[src/design/giaoc_pkg.sv]
`default_nettype none
package giaoc_pkg;
  // Geometry.
  localparam int unsigned PIN_CNT = 32;
  localparam int unsigned OUTCLK_CNT = 2;
  localparam int unsigned ADDR_W = 8;
  localparam int unsigned DATA_W = 32;
  localparam int unsigned BE_W = 4;

  // Register offsets on the I/O port.
  localparam logic [7:0] OFS_IRQ_STATUS = 8'hd4;
  localparam logic [7:0] OFS_IRQ_ENABLE = 8'hd8;
  localparam logic [7:0] OFS_OUTCLK_CFG = 8'hdc;

  // Values after reset.
  localparam logic [31:0] RST_IRQ_STATUS = 32'h0000_0000;
  localparam logic [31:0] RST_IRQ_ENABLE = 32'h0000_0000;
  localparam logic [31:0] RST_OUTCLK_CFG = 32'hffff_ffff;
  localparam logic [6:0] RST_OUTCLK_CNT = 7'h7f;

  // Output clock configuration fields, clock a; clock b sits one stride up.
  localparam int unsigned TIME_W = 7;
  localparam int unsigned TB_W = 2;
  localparam int unsigned LOW_LSB = 0;
  localparam int unsigned HIGH_LSB = 7;
  localparam int unsigned TB_LSB = 14;
  localparam int unsigned OUTCLK_STRIDE = 16;

  // Pins whose input path also feeds the interrupt controller.
  localparam int unsigned IOAPIC_CNT = 4;
  localparam int unsigned IOAPIC_PIN0 = 2;
  localparam int unsigned IOAPIC_PIN1 = 3;
  localparam int unsigned IOAPIC_PIN2 = 16;
  localparam int unsigned IOAPIC_PIN3 = 17;

  // Timebases.
  localparam int unsigned CLK_PERIOD_NS = 25;
  localparam int unsigned TB_BASE_US = 250;
  localparam int unsigned TB_2MS_US = 2000;
  localparam int unsigned TB_BASE_CYC = TB_BASE_US * 1000 / CLK_PERIOD_NS;
  localparam int unsigned TB_STEP_RATIO = TB_2MS_US / TB_BASE_US;
  localparam int unsigned TB_STAGES = 3;

  typedef enum logic [1:0] {
    TB_250US,
    TB_2MS,
    TB_16MS,
    TB_128MS
  } giaoc_tb_t;
endpackage : giaoc_pkg
`default_nettype wire

[src/design/giaoc_outclk.sv]
`default_nettype none
module giaoc_outclk
  import giaoc_pkg::*;
(
  // Clock and reset.
  input wire logic clk_sys,
  input wire logic rst_n,
  // Timebase tick and phase times.
  input wire logic tick,
  input wire logic [giaoc_pkg::TIME_W-1:0] high_time,
  input wire logic [giaoc_pkg::TIME_W-1:0] low_time,
  // Generated clock level.
  output logic level_r
);
  import giaoc_pkg::*;

  logic [TIME_W-1:0] cnt_r;
  logic [TIME_W-1:0] cnt_nxt;
  logic level_nxt;

  // RULE_06 down counter reload
  always_comb begin
    cnt_nxt = cnt_r;
    level_nxt = level_r;
    if (tick) begin
      // RULE_15 expire and toggle
      if (cnt_r == '0) begin
        level_nxt = ~level_r;
        cnt_nxt = level_r ? low_time : high_time;
      end else begin
        cnt_nxt = cnt_r - 7'h01;
      end
    end
  end

  always_ff @(posedge clk_sys) begin
    if (!rst_n) begin
      cnt_r <= RST_OUTCLK_CNT;
      level_r <= 1'b0;
    end else begin
      cnt_r <= cnt_nxt;
      level_r <= level_nxt;
    end
  end
endmodule : giaoc_outclk
`default_nettype wire

[src/design/giaoc_top.sv]
// What this block does
// RULE_01: Thirty-two status bits each hold the latched event of one pin.
// RULE_02: Writing one to a status bit clears its latch; zero leaves it.
// RULE_03: An enabled set status bit raises the interrupt type selected.
// RULE_04: With the gate low, the per-pin path raises neither interrupt.
// RULE_05: A high force bit raises a management interrupt despite the gate.
// RULE_06: Each clock is a 7-bit down counter fed high and low time in turn.
// RULE_07: Low phase lasts low time plus one ticks, fields 6:0 and 22:16.
// RULE_08: High phase lasts high time plus one ticks, fields 13:7 and 29:23.
// RULE_09: Timebase codes 00 to 11 pick 250 us, 2 ms, 16 ms or 128 ms ticks.
// RULE_10: Bits 15:14 pick the timebase of clock a, bits 31:30 that of b.
// RULE_11: Either output clock can be driven out on any pin.
// RULE_12: Pins 2, 3, 16 and 17 always feed the interrupt controller.
// RULE_13: The output clock configuration resets to all ones.
// RULE_14: Status and enable registers reset to all zeros.
// RULE_15: Counters step per tick, toggle at zero and load the other phase.
`default_nettype none
module giaoc_top
  import giaoc_pkg::*;
#(
  parameter int unsigned TB_BASE_CYC_P = giaoc_pkg::TB_BASE_CYC
) (
  // Clock and reset.
  input wire logic clk_sys,
  input wire logic rst_n,
  // Register I/O port.
  input wire logic [giaoc_pkg::ADDR_W-1:0] io_addr,
  input wire logic io_wr,
  input wire logic io_rd,
  input wire logic [giaoc_pkg::BE_W-1:0] io_be,
  input wire logic [giaoc_pkg::DATA_W-1:0] io_wdata,
  output logic [giaoc_pkg::DATA_W-1:0] io_rdata_r,
  // Global interrupt control.
  input wire logic interrupt_type_select,
  input wire logic gpio_interrupt_gate,
  input wire logic gpio_mgmt_interrupt_force,
  output logic sci_r,
  output logic smi_r,
  // Pin input path.
  input wire logic [giaoc_pkg::PIN_CNT-1:0] gpio_in,
  input wire logic [giaoc_pkg::PIN_CNT-1:0] pin_event,
  output logic [giaoc_pkg::IOAPIC_CNT-1:0] ioapic_irq_r,
  // Pin output path.
  input wire logic [giaoc_pkg::PIN_CNT-1:0] gpio_out_data,
  input wire logic [giaoc_pkg::PIN_CNT-1:0] gpio_out_en,
  input wire logic [giaoc_pkg::PIN_CNT-1:0] outclk_route_en,
  input wire logic [giaoc_pkg::PIN_CNT-1:0] outclk_route_b,
  output logic [giaoc_pkg::PIN_CNT-1:0] gpio_out_r,
  output logic [giaoc_pkg::PIN_CNT-1:0] gpio_oe_r
);
  import giaoc_pkg::*;

  localparam int unsigned PRE_W = $clog2(TB_BASE_CYC_P + 1);
  localparam int unsigned DIV_W = $clog2(TB_STEP_RATIO);

  function automatic logic [DATA_W-1:0] lane_mask(
    input logic [BE_W-1:0] be
  );
    logic [DATA_W-1:0] m;
    m = '0;
    for (int i = 0; i < BE_W; i++) begin
      m[i*8 +: 8] = {8{be[i]}};
    end
    return m;
  endfunction : lane_mask

  // ---- Register file ----
  logic [DATA_W-1:0] status_r;
  logic [DATA_W-1:0] status_nxt;
  logic [DATA_W-1:0] enable_r;
  logic [DATA_W-1:0] enable_nxt;
  logic [DATA_W-1:0] cfg_r;
  logic [DATA_W-1:0] cfg_nxt;
  logic [DATA_W-1:0] rdata_nxt;
  logic [DATA_W-1:0] wmask;
  logic wr_status;
  logic wr_enable;
  logic wr_cfg;

  always_comb begin
    wmask = lane_mask(io_be);
    wr_status = io_wr && io_addr == OFS_IRQ_STATUS;
    wr_enable = io_wr && io_addr == OFS_IRQ_ENABLE;
    wr_cfg = io_wr && io_addr == OFS_OUTCLK_CFG;
    status_nxt = status_r;
    // RULE_02 write one clears
    if (wr_status) begin
      status_nxt = status_r & ~(io_wdata & wmask);
    end
    // RULE_01 latch pin events
    // A new event in the clearing cycle survives the clear.
    status_nxt = status_nxt | pin_event;
    enable_nxt = wr_enable ?
      (enable_r & ~wmask) | (io_wdata & wmask) : enable_r;
    cfg_nxt = wr_cfg ? (cfg_r & ~wmask) | (io_wdata & wmask) : cfg_r;
    rdata_nxt = io_rdata_r;
    if (io_rd) begin
      unique case (io_addr)
        OFS_IRQ_STATUS: rdata_nxt = status_r;
        OFS_IRQ_ENABLE: rdata_nxt = enable_r;
        OFS_OUTCLK_CFG: rdata_nxt = cfg_r;
        default: rdata_nxt = '0;
      endcase
    end
  end

  always_ff @(posedge clk_sys) begin
    if (!rst_n) begin
      // RULE_14 clear on reset
      status_r <= RST_IRQ_STATUS;
      enable_r <= RST_IRQ_ENABLE;
      // RULE_13 slowest clocks
      cfg_r <= RST_OUTCLK_CFG;
      io_rdata_r <= '0;
    end else begin
      status_r <= status_nxt;
      enable_r <= enable_nxt;
      cfg_r <= cfg_nxt;
      io_rdata_r <= rdata_nxt;
    end
  end

  // ---- Interrupt routing ----
  logic pending;
  logic sci_nxt;
  logic smi_nxt;
  logic [IOAPIC_CNT-1:0] ioapic_nxt;

  always_comb begin
    pending = |(status_r & enable_r);
    // RULE_03 select interrupt type
    // RULE_04 gate per-pin path
    sci_nxt = pending && gpio_interrupt_gate && interrupt_type_select;
    // RULE_05 management force
    smi_nxt = pending && (gpio_mgmt_interrupt_force ||
      (gpio_interrupt_gate && !interrupt_type_select));
    // RULE_12 ungated controller feed
    ioapic_nxt = {gpio_in[IOAPIC_PIN3], gpio_in[IOAPIC_PIN2],
      gpio_in[IOAPIC_PIN1], gpio_in[IOAPIC_PIN0]};
  end

  always_ff @(posedge clk_sys) begin
    if (!rst_n) begin
      sci_r <= 1'b0;
      smi_r <= 1'b0;
      ioapic_irq_r <= '0;
    end else begin
      sci_r <= sci_nxt;
      smi_r <= smi_nxt;
      ioapic_irq_r <= ioapic_nxt;
    end
  end

  // ---- Timebase ----
  // One shared prescaler and a divide-by-eight chain keep every timebase
  // phase-aligned, so both clocks on the same base stay in step.
  logic [PRE_W-1:0] pre_r;
  logic [PRE_W-1:0] pre_nxt;
  logic [TB_STAGES:0] tb_tick;

  always_comb begin
    tb_tick[0] = pre_r == PRE_W'(TB_BASE_CYC_P - 1);
    pre_nxt = tb_tick[0] ? '0 : pre_r + PRE_W'(1);
  end

  always_ff @(posedge clk_sys) begin
    if (!rst_n) begin
      pre_r <= '0;
    end else begin
      pre_r <= pre_nxt;
    end
  end

  // RULE_09 timebase periods
  for (genvar k = 0; k < TB_STAGES; k++) begin : g_div
    logic [DIV_W-1:0] div_r;
    logic [DIV_W-1:0] div_nxt;

    always_comb begin
      div_nxt = tb_tick[k] ? div_r + DIV_W'(1) : div_r;
      tb_tick[k+1] = tb_tick[k] && div_r == DIV_W'(TB_STEP_RATIO - 1);
    end

    always_ff @(posedge clk_sys) begin
      if (!rst_n) begin
        div_r <= '0;
      end else begin
        div_r <= div_nxt;
      end
    end
  end

  // ---- Output clocks ----
  logic [OUTCLK_CNT-1:0] outclk_level;
  logic [OUTCLK_CNT-1:0] outclk_tick;

  for (genvar c = 0; c < OUTCLK_CNT; c++) begin : g_outclk
    giaoc_tb_t tb_sel;

    // RULE_10 per-clock timebase
    always_comb begin
      tb_sel = giaoc_tb_t'(cfg_r[c*OUTCLK_STRIDE + TB_LSB +: TB_W]);
      unique case (tb_sel)
        TB_250US: outclk_tick[c] = tb_tick[0];
        TB_2MS: outclk_tick[c] = tb_tick[1];
        TB_16MS: outclk_tick[c] = tb_tick[2];
        TB_128MS: outclk_tick[c] = tb_tick[3];
      endcase
    end

    // RULE_07 low time field
    // RULE_08 high time field
    giaoc_outclk u_outclk (
      .clk_sys(clk_sys),
      .rst_n(rst_n),
      .tick(outclk_tick[c]),
      .high_time(cfg_r[c*OUTCLK_STRIDE + HIGH_LSB +: TIME_W]),
      .low_time(cfg_r[c*OUTCLK_STRIDE + LOW_LSB +: TIME_W]),
      .level_r(outclk_level[c])
    );
  end

  // ---- Pin output mux ----
  logic [PIN_CNT-1:0] out_nxt;
  logic [PIN_CNT-1:0] oe_nxt;

  // RULE_11 clock on any pin
  for (genvar n = 0; n < PIN_CNT; n++) begin : g_pin
    always_comb begin
      out_nxt[n] = outclk_route_en[n] ?
        outclk_level[outclk_route_b[n]] : gpio_out_data[n];
      oe_nxt[n] = outclk_route_en[n] || gpio_out_en[n];
    end
  end

  always_ff @(posedge clk_sys) begin
    if (!rst_n) begin
      gpio_out_r <= '0;
      gpio_oe_r <= '0;
    end else begin
      gpio_out_r <= out_nxt;
      gpio_oe_r <= oe_nxt;
    end
  end

  // Cycles between 2 ms ticks, counted apart from the divider chain so that
  // the period check does not merely restate the chain's own compare.
  localparam int unsigned MID_CYC = TB_STEP_RATIO * TB_BASE_CYC_P;
  localparam int unsigned GAP_W = $clog2(MID_CYC + 1);
  logic [GAP_W-1:0] mid_gap_r;
  logic [GAP_W-1:0] mid_gap_nxt;

  always_comb begin
    mid_gap_nxt = tb_tick[1] ? '0 : mid_gap_r + GAP_W'(1);
  end

  always_ff @(posedge clk_sys) begin
    if (!rst_n) begin
      mid_gap_r <= '0;
    end else begin
      mid_gap_r <= mid_gap_nxt;
    end
  end
endmodule : giaoc_top
`default_nettype wire
[config.mk]
export PLATFORM = sky130hd
export DESIGN_NAME = giaoc_top
export DESIGN_NICKNAME = d
export VERILOG_FILES = /design/src/design/giaoc_pkg.sv /design/src/design/giaoc_outclk.sv /design/src/design/giaoc_top.sv
export SDC_FILE = /design/constraint.sdc
export NUM_CORES = 1
export LEC_CHECK = 0
export BUFFER_PORTS_ARGS = -buffer_cell sky130_fd_sc_hd__clkbuf_2
export CELL_PAD_IN_SITES_DETAIL_PLACEMENT = 1
export CELL_PAD_IN_SITES_GLOBAL_PLACEMENT = 2
export CORE_MARGIN = 2
export CORE_UTILIZATION = 31
export DETAILED_ROUTE_END_ITERATION = 6
export HOLD_SLACK_MARGIN = 0.05
export PLACE_DENSITY_LB_ADDON = 0.3
export SYNTH_ARGS = -nofsm -noshare
export SYNTH_HDL_FRONTEND = slang
export SYNTH_HIERARCHICAL = 1
export SYNTH_SLANG_ARGS = --single-unit
[constraint.sdc]
create_clock -name clk_sys -period 8.85 [get_ports clk_sys]
set_input_delay 2.655 -clock clk_sys [delete_from_list [all_inputs] [get_ports clk_sys]]
set_output_delay 2.655 -clock clk_sys [all_outputs]
set_load 0.02 [all_outputs]
==> results of run 1 <==
[worst max-delay path: stages]
cell,delay (ns)
clkbuf_2,0.08
buf_4,0.47
inv_1,0.30
nor4_4,0.86
buf_4,0.45
a21oi_1,0.11
[cell usage in the layout, fill, tap and decap left out, types with 11 or more instances in the layout]
| cell | count |
|---|---|
| inv_1 | 51 |
| clkbuf_2 | 315 |
| a22oi_1 | 48 |
| o21ai_0 | 77 |
| mux2i_1 | 65 |
| a21oi_1 | 34 |
| nor2_1 | 126 |
| o211ai_1 | 12 |
| nor3b_1 | 32 |
| ha_1 | 11 |
| clkbuf_16 | 28 |
| mux2_2 | 38 |
| dfxtp_1 | 235 |
| nand2b_1 | 11 |
| a211oi_1 | 34 |
| o22ai_1 | 32 |
| nand3_1 | 70 |
| and2_1 | 41 |
| nand2_1 | 86 |
[power by group through the flow]
| stage | Clock (W) | Sequential, W | Combinational [W] |
|---|---|---|---|
| floorplan | 0 | 0.00116 | 0.0000839 |
| finish | 0.00111 | 0.00112 | 0.000218 |
| global route | 0.00119 | 0.00112 | 0.000239 |
| global placement | 0 | 0.00114 | 0.000218 |
| detailed placement | 0 | 0.00114 | 0.000221 |
| CTS | 0.00114 | 0.00112 | 0.000222 |
[per-layer routing]
metal  share of wire  vias up  global-route usage
met3           0.055       47              0.0388
met2            0.48      292               0.377
met1            0.44     4634               0.272
met5               0        -                   0
li1                -     4680                   -
met4           0.025        0              0.0586
[layout make-up]
cell class | instances | share of cell area
Inverter | 52 | 0.0148
Timing Repair Buffer | 325 | 0.125
Antenna cell | 2 | 0.000379
Sequential cell | 237 | 0.360
Multi-Input combinational cell | 799 | 0.391
Clock buffer | 43 | 0.0634
Tap cell | 442 | 0.0419
Clock inverter | 6 | 0.00313
[cell families after synthesis]
logic type      count (synthesis)
xor+xnor                       14
mux                           103
fa+ha+maj                      11
buf+inv                       125
flops                         237
simple gates                  414
compound gates                257
[how the worst max path moves through the flow]
stage	start	endpoint	slack, ns	depth (start not counted)
6_report	io_addr[2]	status_r[26]	4.29	6
5_1_grt	io_addr[2]	status_r[22]	4.13	6
4_1_cts	io_addr[2]	status_r[22]	4.31	6
3_5_place_dp	io_addr[2]	status_r[22]	3.75	6
3_3_place_gp	io_addr[2]	status_r[7]	3.77	6
2_1_floorplan	io_addr[1]	flip-flop	4.54	5
[through the flow]
step / power [W] / worst slack (ns) / util
after floorplan: 0.00124 / 4.54 / -
after global placement: 0.00136 / 3.77 / 0.376
after detailed placement: 0.00136 / 3.75 / 0.376
after CTS: 0.00248 / 4.31 / 0.403
after global routing: 0.00254 / 4.13 / 0.403
final: 0.00244 / 4.29 / 0.403
==> metrics.cfg, run 1 <==
[worst_hold_path]
min-delay-start=pre_r[0]
hold_depth=1
hold_class=reg2reg
min_delay_worst_endpoint=pre_r[0]

[global_route]
grt_pass1_wl_um=59100
grt-ovfl-total=0
first_global_vias=9807
grt_usage=0.216
grt_antenna_before_repair=2
grt_max_degree=74

[timing]
hold_violations=0
finalCritPeriodShare=0.516
final_max_slew_viol_count=0
relSlewSlack=0.326
finalSetupTns_ns=0
fin_skew_ns=0.0245
clock.fmax_ghz=0.219
setup_viol=0
hold-worst-slack_ns=0.446
min_period_ns=4.56
tightest_slew_ns=1.01
rsz0062_at_grt=false

[detailed_routing]
firstDrtPassIters=5
drt_wl_total_um=38500
vias=9653
route.detailed.drc=0
antenna_left=0
wl_per_cell_um=20.2
dr.first_iter.drc_count=528
avgViaCountPerCell=5.06

[clock_network]
cts_root_buffer=clkbuf_16
numCtsBuffers=28
cts_resized=0
clock_latency_ns=0.55
path_clk_slew_ns=0.06
h-tree-depth=1
cts_tree=yes
clock_sinks=237
ctsHoldBuffers=0
cts_setup_buffers=0
clk_path_buf_depth=3

[synth]
synthAdderAreaFrac=0.0133
yosysTopAreaCellShare=0.457
synthXorXnorAreaFrac=0.0118
synth_cells=1161
yosysTopAreaCell=dfxtp_1
ys_types=52
netlist_top_cells_count=dfxtp_1, nor2_1, nand2_1, o21ai_0, nand3_1
synth_flop_cell=dfxtp_1
synth_most_common_cell=dfxtp_1
synth_area_mm2=0.0104
seq_area_frac_synth=0.457
synth_simple_gate_area_share=0.210
ys_warn_count=6
synth_top_cells_by_area=dfxtp_1, mux2i_1, nor2_1, mux2_2, o21ai_0
synth_top_family_by_area=simple AND/OR/NAND/NOR gates
synth_compound_area_frac=0.157
synthMuxAreaShare=0.104
async_flop_share=0
syn_nets=1415
synth-edff-count=0
syn_area_per_cell_um2=8.94
ys_ff_latch=237

[floorplanning]
dieHeight_um=187
core_area_mm2=0.0328
num_rows=66
dieWidth_um=187
io_pins=345
start_util=0.316
die_area_mm2=0.0349

[worst_setup_path]
rr_worst_depth=8
cp.required_ns=9.26
crit_path_end_kind=flip-flop
crit_type=in2reg
critPathMaxFanout=40
timing.rr.end=g_outclk[1].u_outclk/cnt_r[5]
reg2reg_slack_ns=5.38
worst_setup_path_start_kind=primary input
r2r-start=pre_r[11]
arrival_ns=4.97

[layout]
nets=1697
fillers=3930
fin_cells=1906
post_route_cells_drive_above_1_share=0.295
fin_area_mm2=0.0132
area_growth_pct=27.2
ff_latch_area_mm2=0.00475
multi_input_area_mm2=0.00517

[power_and_ir_drop]
p_seq_frac=0.457
combPwrFrac=0.089
p_sw_frac=0.251
leakage_nw=5.51
internal_power_w=0.00183
p_clk_frac=0.454
powerDensity_mw_per_mm2=185
ir_drop_mv=0.128
p_sw_w=0.000613

[placed_design]
port_buffers=316
dp_cells=1855
hpwl_um=28000
gp_congestion=0.774
placed_area_mm2=0.0123

[job]
drv_cap=0

[outcome]
status=finished, final reports clean

(Power assumes the default switching activity.)
==> run 2: changes to the inputs <==
- ABC_AREA: not set -> 1
- CORE_UTILIZATION: 31 -> 25
- clock period: 8.85 -> 3.9 ns (I/O delays scaled with it)
==> metrics.cfg, run 2 <==
[placed_design]
port_buffers=316
hpwl_um=30000
placed_area_mm2=0.0126
gp_congestion=0.823

[timing]
tightest_slew_ns=0.873
fin_skew_ns=0.0208
rsz0062_at_grt=false
setup_viol=0
finalCritPeriodShare=0.657
hold_violations=0
finalSetupTns_ns=0
final_max_slew_viol_count=0
relSlewSlack=0.418
min_period_ns=2.56
clock.fmax_ghz=0.390

[worst_setup_path]
r2r-start=pre_r[0]
cp.required_ns=4.40
crit_path_end=io_rdata_r[11]
timing.rr.end=g_outclk[1].u_outclk/level_r
arrival_ns=3.06
cp_num_cells=10
max_stage_delay_ns=0.59
reg2reg_slack_ns=1.52
slowest_stage=buf_4
path_buf_inv=4
critPathMaxFanout=59
path_cells=clkbuf_2, inv_1, nand2_1, nor2_4, buf_4, buf_4, nand3_1, nand3_1, nand2_1, a21oi_1
crit_type=in2reg
worst_setup_path_start_kind=primary input
crit_path_end_kind=flip-flop
crit_start=io_addr[5]
critPathTopFamily=buffers and inverters
rr_worst_depth=12

[clock_network]
path_clk_slew_ns=0.06
clock_sinks=237
clk_path_buf_depth=3
cts_tree=yes
cts_root_buffer=clkbuf_16
h-tree-depth=1
cts_resized=0
clock_latency_ns=0.58
numCtsBuffers=31
cts_setup_buffers=0
ctsHoldBuffers=0

[detailed_routing]
avgViaCountPerCell=4.65
drt_wl_total_um=40700
wl_per_cell_um=17.6
firstDrtPassIters=4
dr.first_iter.drc_count=416
antenna_left=0
vias=10700
route.detailed.drc=0

[synth]
ys_types=30
seq_area_frac_synth=0.450
synth_most_common_cell=nand2_1
syn_area_per_cell_um2=7.27
ys_warn_count=6
ys_ff_latch=237
async_flop_share=0
syn_nets=1702
netlist_top_cells_count=nand2_1, dfxtp_1, nand3_1, nor2_1, inv_1
synth-edff-count=0
synth_area_mm2=0.0105
synth_cells=1448
yosysTopAreaCell=dfxtp_1
synth_flop_cell=dfxtp_1
synth_top_cells_by_area=dfxtp_1, nand2_1, nand3_1, o211ai_1, a21oi_1
yosysTopAreaCellShare=0.450

[worst_hold_path]
hold_class=reg2reg
hold_depth=1

[floorplanning]
die_area_mm2=0.0438
core_area_mm2=0.0418
dieWidth_um=209
num_rows=75
start_util=0.252
dieHeight_um=209
io_pins=345

[layout]
fin_area_mm2=0.0137
area_growth_pct=30.3
nets=2000
layout_common_cells=nand2_1, clkbuf_2, dfxtp_1
post_route_cells_drive_above_1_share=0.241
diodes=0
fin_util=0.329
mostFrequentLayoutCell=nand2_1

[global_route]
grt_antenna_before_repair=0
grt_max_degree=104
first_global_vias=11000
grt_pass1_wl_um=62800
grt_usage=0.182
grt-ovfl-total=0

[power_and_ir_drop]
p_sw_frac=0.236
ir_drop_mv=0.299
internal_power_w=0.00469
leakage_nw=6.49
combPwrFrac=0.073
p_sw_w=0.00145
p_seq_frac=0.411
p_clk_frac=0.515
powerDensity_mw_per_mm2=447

[outcome]
status=finished, final reports clean

[job]
drv_cap=0

-- run 2: logic make-up (layout without fill, tap and decap cells) --
| kind of cell | after synthesis | in the layout | share of synthesized area |
|---|---|---|---|
| mux | 2 | 2 | 0.00190 |
| compound gates | 263 | 263 | 0.147 |
| buf+inv | 206 | 527 | 0.0828 |
| simple gates | 718 | 718 | 0.296 |
| fa+ha+maj | 11 | 11 | 0.0131 |
| xor+xnor | 11 | 11 | 0.00915 |
| flops | 237 | 237 | 0.450 |
-- run 2: worst min path at each step --
stage / from / end / slack, ns
finish: pre_r[0] / pre_r[0] / 0.47
global route: flip-flop / flip-flop / 0.50
CTS: io_rdata_r[29] / io_rdata_r[29] / 0.47
detailed placement: io_rdata_r[29] / io_rdata_r[29] / 0.46
global placement: pre_r[0] / pre_r[0] / 0.43
floorplan: pre_r[0] / pre_r[0] / 0.42
-- run 2: stage by stage --
stage                     hold slack (ns)  total power, W  setup WS (ns)  cells
after global routing                0.496         0.00639           1.17   2308
after floorplan                     0.418         0.00278           1.72   1448
after detailed placement            0.458         0.00304          0.724   2252
after CTS                           0.467         0.00624           1.33   2308
after global placement              0.428         0.00303          0.771   2252
final                               0.466         0.00614           1.34   2308
-- run 2: power by group through the flow --
stage	registers (W)	logic, W	clock network, W
after CTS	0.00253	0.000459	0.00325
after detailed placement	0.00258	0.000457	0
after global routing	0.00253	0.000498	0.00336
after global placement	0.00258	0.000452	0
final	0.00253	0.000449	0.00316
after floorplan	0.00262	0.000156	0
-- run 2: cell type report --
type,instances,area [um2]
clock buffer,47,936
fill,5215,28000
multi-input combinational,1005,4920
clock inverter,9,199
timing repair buffer,336,1750
inverter,135,512
sequential,237,4740
tap,539,674
-- run 2: worst reg2reg max path, cell delays in order (launching register included) --
cell and delay [ns]:
dfxtp_1 0.36, ha_1 0.20, nand2_1 0.09, nor2_2 0.16, nand3_1 0.09, nor2_1 0.38, inv_1 0.15, o21ai_0 0.21
buf_4 0.21, inv_1 0.15, nor2_2 0.16, nor2_1 0.06, nor2_2 0.09
-- run 2: layer usage --
layer / part of all wire / GRT usage
met1: 0.45 / 0.237
met2: 0.50 / 0.320
met3: 0.030 / 0.0212
met4: 0.019 / 0.0458
met5: 0 / 0
